File: config.mk
export PLATFORM = sky130hd
export DESIGN_NAME = thr_repeater
export DESIGN_NICKNAME = d
export VERILOG_FILES = /design/src/core/thr_repeater.v
export VERILOG_INCLUDE_DIRS = /design/src /design/src/core
export SDC_FILE = /design/constraint.sdc
export NUM_CORES = 1
export LEC_CHECK = 0
export BUFFER_PORTS_ARGS = -buffer_cell sky130_fd_sc_hd__buf_4
export CORE_MARGIN = 5
export CORE_UTILIZATION = 61
export CTS_BUF_LIST = sky130_fd_sc_hd__clkbuf_2
export DETAILED_ROUTE_END_ITERATION = 10
export GPL_TIMING_DRIVEN = 1
export PLACE_DENSITY = 0.81
export SKIP_LAST_GASP = 1
export SLEW_MARGIN = 20
export SYNTH_ARGS = -nofsm -noshare
export SYNTH_HDL_FRONTEND = slang
export SYNTH_SLANG_ARGS = --single-unit
File: constraint.sdc
create_clock -name clk_sys -period 2.93 [get_ports clk_sys]
set_input_delay 0.1465 -clock clk_sys [delete_from_list [all_inputs] [get_ports clk_sys]]
set_output_delay 0.1465 -clock clk_sys [all_outputs]
set_load 0.005 [all_outputs]
File: src/core/thr_regs.vh
`ifndef THR_REGS_VH
`define THR_REGS_VH

// register addresses on the plain port
`define THR_ADDR_CTRL     4'h0
`define THR_ADDR_STAT     4'h4

// system clock and input sampling
`define THR_CLK_MHZ       250
`define THR_SAMP_NS       50
`define THR_DIV_RST       ((`THR_SAMP_NS*`THR_CLK_MHZ)/1000)
`define THR_TICKS_PER_BIT 8
`define THR_BIT_NS        400

// end of data silence, in sample ticks
`define THR_EOD_NS        5600
`define THR_EOD_TICKS     ((`THR_EOD_NS*`THR_TICKS_PER_BIT)/`THR_BIT_NS)

// extra latency of the repeat path
`define THR_BJ_NS         400
`define THR_BJ_TICKS      ((`THR_BJ_NS*`THR_TICKS_PER_BIT)/`THR_BIT_NS)
`define THR_POL_NS        200
`define THR_POL_TICKS     ((`THR_POL_NS*`THR_TICKS_PER_BIT)/`THR_BIT_NS)

// dead band half width and output pulse length, in ticks
`define THR_DB_TICKS      2
`define THR_PULSE_TICKS   4

// status field positions
`define THR_STAT_RUN      0
`define THR_STAT_SEL_LSB  1
`define THR_STAT_REF      4

`endif

File: src/core/thr_repeater.v
`timescale 1ns/10ps
`default_nettype none
`include "thr_regs.vh"
module thr_repeater
(
   input  wire       clk_sys,
   input  wire       rst_b,
   input  wire [3:0] port_rx_input,
   input  wire       extension_rx_in,
   input  wire       group_a_rx_polarity_sel,
   input  wire       group_b_rx_polarity_sel,
   input  wire       ext_rx_polarity_sel,
   input  wire       group_a_big_jitter_sel_n,
   input  wire       group_b_big_jitter_sel_n,
   input  wire       ext_big_jitter_sel_n,
   input  wire       group_a_noise_cut_sel_n,
   input  wire       group_b_noise_cut_sel_n,
   input  wire       ext_noise_cut_sel_n,
   input  wire       group_a_tx_ctrl_sel,
   input  wire       group_b_tx_ctrl_sel,
   input  wire       ext_tx_ctrl_sel,
   input  wire       test_clock_out_enable_n,
   input  wire [3:0] reg_addr,
   input  wire [7:0] reg_wdata,
   input  wire       reg_wr,
   input  wire       reg_rd,
   output reg  [7:0] reg_rdata,
   output wire       dipulse_out_first_n,
   output wire       dipulse_out_second_n,
   output wire       backplane_pulse_out_n,
   output wire [1:0] group_a_tx_enable,
   output wire [1:0] group_b_tx_enable,
   output wire       extension_tx_out,
   output reg        test_clock_out
);

   localparam [1:0] ST_IDLE = 2'b01;
   localparam [1:0] ST_RUN  = 2'b10;

   // port index to group: 0,1 a; 2,3 b; 4 extension
   function [1:0] thr_grp;
      input [2:0] p;
      begin
         if (p < 3'd2)
            thr_grp = 2'd0;
         else if (p < 3'd4)
            thr_grp = 2'd1;
         else
            thr_grp = 2'd2;
      end
   endfunction

   function [2:0] thr_first;
      input [4:0] v;
      integer k;
      begin
         thr_first = 3'd0;
         for (k = 4; k >= 0; k = k - 1)
            if (v[k])
               thr_first = k[2:0];
      end
   endfunction

   wire [31:0] div_rst_w = `THR_DIV_RST;
   wire [31:0] eod_w     = `THR_EOD_TICKS;
   wire [31:0] bj_w      = `THR_BJ_TICKS;
   wire [31:0] pol_w     = `THR_POL_TICKS;
   wire [31:0] db_w      = `THR_DB_TICKS;
   wire [31:0] pls_w     = `THR_PULSE_TICKS;

   // straps and receive pins, two flops before use
   wire [17:0] pins_w = {ext_tx_ctrl_sel, group_b_tx_ctrl_sel,
                         group_a_tx_ctrl_sel, ext_noise_cut_sel_n,
                         group_b_noise_cut_sel_n,
                         group_a_noise_cut_sel_n, ext_big_jitter_sel_n,
                         group_b_big_jitter_sel_n,
                         group_a_big_jitter_sel_n, ext_rx_polarity_sel,
                         group_b_rx_polarity_sel,
                         group_a_rx_polarity_sel,
                         test_clock_out_enable_n, extension_rx_in,
                         port_rx_input};
   reg  [17:0] pin_s1_r;
   reg  [17:0] pin_s2_r;

   always @(posedge clk_sys)
   begin
      if (!rst_b)
      begin
         pin_s1_r <= 18'h3ffff;
         pin_s2_r <= 18'h3ffff;
      end
      else
      begin
         pin_s1_r <= pins_w;
         pin_s2_r <= pin_s1_r;
      end
   end

   wire [4:0] rx_w  = pin_s2_r[4:0];
   wire       ckn_w = pin_s2_r[5];
   wire [2:0] pol_v = pin_s2_r[8:6];
   wire [2:0] nbj_v = pin_s2_r[11:9];
   wire [2:0] nmb_v = pin_s2_r[14:12];
   wire [2:0] txc_v = pin_s2_r[17:15];

   reg  [1:0]  st_r;
   reg  [2:0]  sel_r;
   reg  [7:0]  div_r;
   reg  [7:0]  tcnt_r;
   reg         tick_r;
   reg         smp_r;
   reg         smp_d_r;
   reg  [7:0]  quiet_r;
   reg  [2:0]  ph_r;
   reg         ref_r;
   reg         seen_r;
   reg         hit_r;
   reg  [2:0]  hist_r;
   reg  [2:0]  gen_r;
   reg  [38:0] dl_r;
   reg         p1_n_r;
   reg         p2_n_r;
   reg         bp_n_r;
   reg  [4:0]  ten_r;

   // per port activity after polarity, per group selects
   wire [4:0] act_w;
   genvar gi;
   generate
      for (gi = 0; gi < 5; gi = gi + 1)
      begin : g_act
         localparam [2:0] PI = gi;
         assign act_w[gi] = rx_w[gi] ^ pol_v[thr_grp(PI)];
      end
   endgenerate

   wire       run_w   = st_r[1];
   wire [1:0] gsel_w  = thr_grp(sel_r);
   wire       pol_sel = pol_v[gsel_w];
   wire       nbj_sel = nbj_v[gsel_w];
   wire       nmb_sel = nmb_v[gsel_w];

   // sample tick, eight per bit; divider sets the data rate
   wire [8:0] tnext_w = {1'b0, tcnt_r} + 9'd1;

   always @(posedge clk_sys)
   begin
      if (!rst_b)
      begin
         tcnt_r <= 8'h00;
         tick_r <= 1'b0;
      end
      else if (tnext_w >= {1'b0, div_r})
      begin
         tcnt_r <= 8'h00;
         tick_r <= 1'b1;
      end
      else
      begin
         tcnt_r <= tnext_w[7:0];
         tick_r <= 1'b0;
      end
   end

   // edge detection on the locked port only
   wire       edge_w = tick_r & smp_r & ~smp_d_r;
   wire [2:0] db3_w  = db_w[2:0];
   wire       win_w  = (ph_r <= db3_w) | (ph_r >= (3'd0 - db3_w));
   // dead band: stray edges from ringing are simply dropped
   wire       acc_w  = edge_w & (~ref_r | nmb_sel | win_w);
   wire       bit_w  = hit_r | acc_w;
   wire       close_w = tick_r & (ph_r == 3'd3);
   wire       eod_w2 = (quiet_r == eod_w[7:0]);

   always @(posedge clk_sys)
   begin
      if (!rst_b)
      begin
         st_r    <= ST_IDLE;
         sel_r   <= 3'd0;
         smp_r   <= 1'b0;
         smp_d_r <= 1'b0;
         quiet_r <= 8'h00;
         ph_r    <= 3'd0;
         ref_r   <= 1'b0;
         seen_r  <= 1'b0;
         hit_r   <= 1'b0;
         hist_r  <= 3'd0;
      end
      else
      begin
         case (st_r)
            ST_IDLE:
            begin
               smp_r   <= 1'b0;
               smp_d_r <= 1'b0;
               quiet_r <= 8'h00;
               ref_r   <= 1'b0;
               seen_r  <= 1'b0;
               hit_r   <= 1'b0;
               hist_r  <= 3'd0;
               ph_r    <= 3'd0;
               if (|act_w)
               begin
                  sel_r <= thr_first(act_w);
                  st_r  <= ST_RUN;
               end
            end
            ST_RUN:
            begin
               if (tick_r)
               begin
                  smp_r   <= act_w[sel_r];
                  smp_d_r <= smp_r;
                  // activity from alert and lead-ins keeps the hold
                  if (smp_r)
                     quiet_r <= 8'h00;
                  else if (!eod_w2)
                     quiet_r <= quiet_r + 8'h01;
                  if (acc_w && !ref_r)
                  begin
                     // anchor, final on 1st pulse; provisional until 2nd with big jitter selected
                     ph_r   <= 3'd1;
                     seen_r <= 1'b1;
                     ref_r  <= nbj_sel | seen_r;
                  end
                  else if (acc_w && hist_r == 3'b110)
                     ph_r <= 3'd1;
                  else if (acc_w && ph_r >= 3'd1 && ph_r <= 3'd3)
                     ph_r <= ph_r;
                  else if (acc_w && ph_r >= 3'd4)
                     ph_r <= ph_r + 3'd2;
                  else
                     ph_r <= ph_r + 3'd1;
                  if (close_w)
                  begin
                     hist_r <= {hist_r[1:0], bit_w};
                     hit_r  <= 1'b0;
                  end
                  else if (acc_w)
                     hit_r <= 1'b1;
               end
               if (eod_w2)
                  st_r <= ST_IDLE;
            end
            default:
               st_r <= ST_IDLE;
         endcase
      end
   end

   // pulse shaping, half a bit long, split for the dipulse pair
   wire [2:0] wave_w = {gen_r != 3'd0,
                        (gen_r != 3'd0) & (gen_r <= 3'd2),
                        gen_r > 3'd2};
   wire [3:0] tap_w  = (nbj_sel ? 4'd0 : bj_w[3:0]) +
                       (pol_sel ? pol_w[3:0] : 4'd0);
   wire [5:0] tap3_w = {1'b0, tap_w, 1'b0} + {2'b00, tap_w};
   wire [2:0] out_w  = dl_r[tap3_w +: 3];

   always @(posedge clk_sys)
   begin
      if (!rst_b)
      begin
         gen_r <= 3'd0;
         dl_r  <= 39'h0;
      end
      else if (!run_w)
      begin
         gen_r <= 3'd0;
         dl_r  <= 39'h0;
      end
      else if (tick_r)
      begin
         if (close_w && bit_w)
            gen_r <= pls_w[2:0];
         else if (gen_r != 3'd0)
            gen_r <= gen_r - 3'd1;
         // fixed tap line: latency added by mode, not by fill level
         dl_r <= {dl_r[35:0], wave_w};
      end
   end

   // transmit side, all ports but the receiving one
   wire [4:0] tx_w;
   generate
      for (gi = 0; gi < 5; gi = gi + 1)
      begin : g_tx
         localparam [2:0] PT = gi;
         wire on_w = run_w & (sel_r != PT);
         assign tx_w[gi] = txc_v[thr_grp(PT)] ? on_w :
                           (on_w & out_w[2]);
      end
   endgenerate

   always @(posedge clk_sys)
   begin
      if (!rst_b)
      begin
         p1_n_r <= 1'b1;
         p2_n_r <= 1'b1;
         bp_n_r <= 1'b1;
         ten_r  <= 5'h00;
      end
      else
      begin
         p1_n_r <= ~(run_w & out_w[0]);
         p2_n_r <= ~(run_w & out_w[1]);
         bp_n_r <= ~(run_w & out_w[2]);
         ten_r  <= tx_w;
      end
   end

   assign dipulse_out_first_n   = p1_n_r;
   assign dipulse_out_second_n  = p2_n_r;
   assign backplane_pulse_out_n = bp_n_r;
   assign group_a_tx_enable     = ten_r[1:0];
   assign group_b_tx_enable     = ten_r[3:2];
   assign extension_tx_out      = ten_r[4];

   // test clock is half of clk_sys, so it comes from a flop
   always @(posedge clk_sys)
   begin
      if (!rst_b)
         test_clock_out <= 1'b0;
      else if (ckn_w)
         test_clock_out <= 1'b0;
      else
         test_clock_out <= ~test_clock_out;
   end

   // register port
   always @(posedge clk_sys)
   begin
      if (!rst_b)
      begin
         div_r     <= div_rst_w[7:0];
         reg_rdata <= 8'h00;
      end
      else
      begin
         if (reg_wr && reg_addr == `THR_ADDR_CTRL)
            div_r <= reg_wdata;
         if (reg_rd && reg_addr == `THR_ADDR_CTRL)
            reg_rdata <= div_r;
         else if (reg_rd && reg_addr == `THR_ADDR_STAT)
            reg_rdata <= {3'b000, ref_r, sel_r, run_w};
         else
            reg_rdata <= 8'h00;
      end
   end

endmodule
`default_nettype wire

==> impl_metrics.yaml <==
timing:
  fin_skew_ns: 0.02872
  setup_violations: 0
  layout_setup_ws_ns: 0.2197
  fmax_mhz: 369.0
  max_slew_margin_pct: 55.89
  worst_pin_slew_ns: 0.6616
  period_share_pct: 92.50
  maxSlewViolCount: 0
  fin_crit_ns: 2.710
  finalHoldViolCount: 0
  rsz0062_at_grt: "false"
  fin_setup_tns_ns: 0
die:
  core_area_um2: 9594
  die_h_um: 108.5
  die_area_um2: 11760
  io_pins: 51
  die_x_um: 108.5
  initial_core_util_pct: 61.63
  num_rows: 36
clock_tree:
  postCtsResizedCells: 0
  clock_sinks: 136
  clk_latency_ns: 0.67
  cts_tree: "yes"
  clk_pin_slew_ns: 0.18
  cts_setup_buffers: 0
  clock-root-buffer: "clkbuf_2"
  clockBufferDepth: 2
  htreeDepth: 4
  hold_buffers: 39
  numCtsBuffers: 17
route:
  met1_length_um: 5397
  maxUsedRoutingLayer: "met4"
  drc: 0
  wl_met2_um: 6282
  drt_iter0_markers: 255
  met3_length_um: 436
  vias: 4515
  wl_per_cell_um: 14.51
  ant_nets: 0
  viasPerCell: 5.324
  first_pass_iters: 7
  routed_wl_um: 12310
global_route:
  grt-ovfl-total: 0
  grt_antenna_before_repair: 0
  grt_pass1_wl_um: 21310
  grtUsageTotal_pct: 22.83
  grt_max_degree: 57
  grt_pass1_vias: 4613
layout:
  n_antenna_cell: 0
  area.growth.synth_to_final_pct: 18.45
  nFillCells: 712
  layout_common_cells: "dfxtp_1 (135), nor2_1 (68), mux2i_1 (65)"
  final_nets: 763
  mostFrequentLayoutCell: "dfxtp_1"
  drive_above_1_share_pct: 13.57
  instances_no_fill: 848
critical_path:
  worstSetupStartpointType: "flop"
  worstPathRequired_ns: 3.47
  cpMaxStageDelayCell: "dfxtp_1"
  crit_path_cell_trace: "mux2_4 > o21ai_2 > ha_1 > inv_1 > mux4_2 > o31a_1 > a31oi_4 > a32oi_1"
  reg2reg_to: "ten_r[3]"
  rrSetupSlack_ns: 0.22
  timing_worst_setup_path_type: "reg -> reg"
  cp_max_fo: 8
  r2r_cells: 8
  max_stage_delay_ns: 0.55
  cp.arrival_ns: 3.25
  end_kind: "flop"
  r2r-start: "sel_r[1]"
hold_path:
  min_to: "pin_s1_r[17]"
  hold_depth: 3
  hp-start: "ext_tx_ctrl_sel"
  holdCritPathClass: "in -> reg"
synthesis:
  syn-mean-instance-area_um2: 9.599
  yosysWarnings: 0
  syn_inst: 616
  syn-num-nets: 677
  synth-edff-count: 0
  synth-main-ff-cell: "dfxtp_1"
  ys_types: 57
  seq_area_frac_synth_pct: 46.04
  netlist_area_um2: 5913
  synth-seq-cells: 136
  ys_async_sr_fraction_pct: 0
job:
  timing.max_cap.violations: 0
pwr:
  combinationalPowerShare_pct: 12.6
  power_frac_seq_pct: 57.2
  p_int_mw: 2.489
  power_density_nw_per_um2: 484.7
  clock_power_share_pct: 30.2
  p_sw_share_pct: 26.70
  ir_drop_uv: 361.1
  cellLeakagePower_nw: 2.780
  p_switching_mw: 0.9067
place:
  hpwl_um: 8326
  dp.cells: 777
  portBuffers: 50
  gp_congestion: 0.9030
  dp_slack_ns: 0.2751
run_status:
  status: "complete, no violations"
[cell families after synthesis]
group                    share of synthesized area [%]
AO/OA/AOI/OAI                                    10.60
buffers and inverters                            3.640
flip-flops                                       46.04
XOR/XNOR                                         2.370
AND/OR/NAND/NOR                                  19.42
multiplexers                                     12.21
adder cells (fa/ha/maj)                          5.713
[synthesized netlist by cell type (3+ instances only)]
| cell type | n | area [um^2] |
|---|---|---|
| dfxtp_1 | 136 | 2723 |
| and3_1 | 7 | 43.79 |
| nor3b_1 | 4 | 30.03 |
| o2111ai_1 | 5 | 43.79 |
| nor2_1 | 68 | 255.2 |
| xor2_1 | 9 | 78.83 |
| and2_1 | 5 | 31.28 |
| nand3b_1 | 6 | 45.04 |
| o21ai_0 | 10 | 50.05 |
| inv_1 | 27 | 101.4 |
| a211oi_1 | 4 | 30.03 |
| ha_1 | 27 | 337.8 |
| nand3_1 | 19 | 95.09 |
| buf_1 | 5 | 18.77 |
| a21oi_1 | 18 | 90.09 |
| o211ai_1 | 5 | 37.54 |
| nor3_1 | 11 | 55.05 |
| nand2_1 | 29 | 108.9 |
| or3_1 | 5 | 31.28 |
| o22ai_1 | 3 | 18.77 |
| a31oi_1 | 5 | 31.28 |
| a21boi_0 | 4 | 30.03 |
| a21o_1 | 5 | 37.54 |
| clkbuf_1 | 24 | 90.09 |
| xnor2_1 | 7 | 61.31 |
| nand2b_1 | 43 | 269.0 |
| nand4_1 | 3 | 18.77 |
| mux2i_1 | 65 | 650.6 |
| nor2b_1 | 20 | 125.1 |
[cell type report]
type	instances	area, um^2	area share (%)
multi-input combinational	423	2975	42.48
clock buffer	21	105.1	1.501
tap	133	166.4	2.376
timing repair buffer	97	825.8	11.79
clock inverter	11	106.4	1.518
inverter	27	101.3	1.447
sequential	136	2724	38.89
[state kept, by name, summed over array words and instances (netlist names), 2 cells and up]
signal,count
div_r,8
dl_r,39
gen_r,3
hist_r,3
ph_r,3
pin_s1_r,18
pin_s2_r,18
quiet_r,8
reg_rdata,8
sel_r,3
st_r,2
tcnt_r,8
ten_r,5
[metal layers]
layer  track usage (%)  up-vias
met1             27.84     2109
met2             39.19       84
met5                 0        -
li1                  -     2306
met3             5.194       16
met4             8.656        0
[worst max path at each step]
stage                         from  endpoint  slack [ns]  cells past startpoint
after floorplan           sel_r[2]  ten_r[1]        0.42                     10
final                     sel_r[1]  ten_r[3]        0.22                      8
after global routing      sel_r[2]  ten_r[4]        0.08                      8
after detailed placement  sel_r[1]  ten_r[3]        0.28                      8
after CTS                 sel_r[1]  ten_r[3]        0.25                      8
after global placement    sel_r[1]  ten_r[1]        0.41                      8
[through the flow]
stage | total power, mW | hold WS, ns | area, um^2 | utilization, %
6_report | 3.395 | 0.1928 | 7004 | 73.00
5_1_grt | 3.568 | 0.1199 | 7004 | 73.00
3_5_place_dp | 2.371 | 0.3332 | 6402 | 66.73
3_3_place_gp | 2.357 | 0.3297 | 6402 | 66.73
4_1_cts | 3.414 | 0.1198 | 7004 | 73.00
2_1_floorplan | 2.245 | 0.2480 | 5913 | -
[worst max-delay path: cells and delay by family (launching register included)]
family	cells	cell delay, ns
buf+inv	1	0.16
flops	1	0.55
fa+ha+maj	1	0.33
compound gates	4	0.84
mux	2	0.70
[power by group through the flow]
stage	combinational, mW	clock [mW]	sequential [mW]
after floorplan	0.283	0	1.96
after global placement	0.380	0	1.98
after detailed placement	0.392	0	1.98
after CTS	0.426	1.05	1.94
after global routing	0.479	1.14	1.95
final	0.428	1.03	1.94
Power figures use the tool's default switching activity.
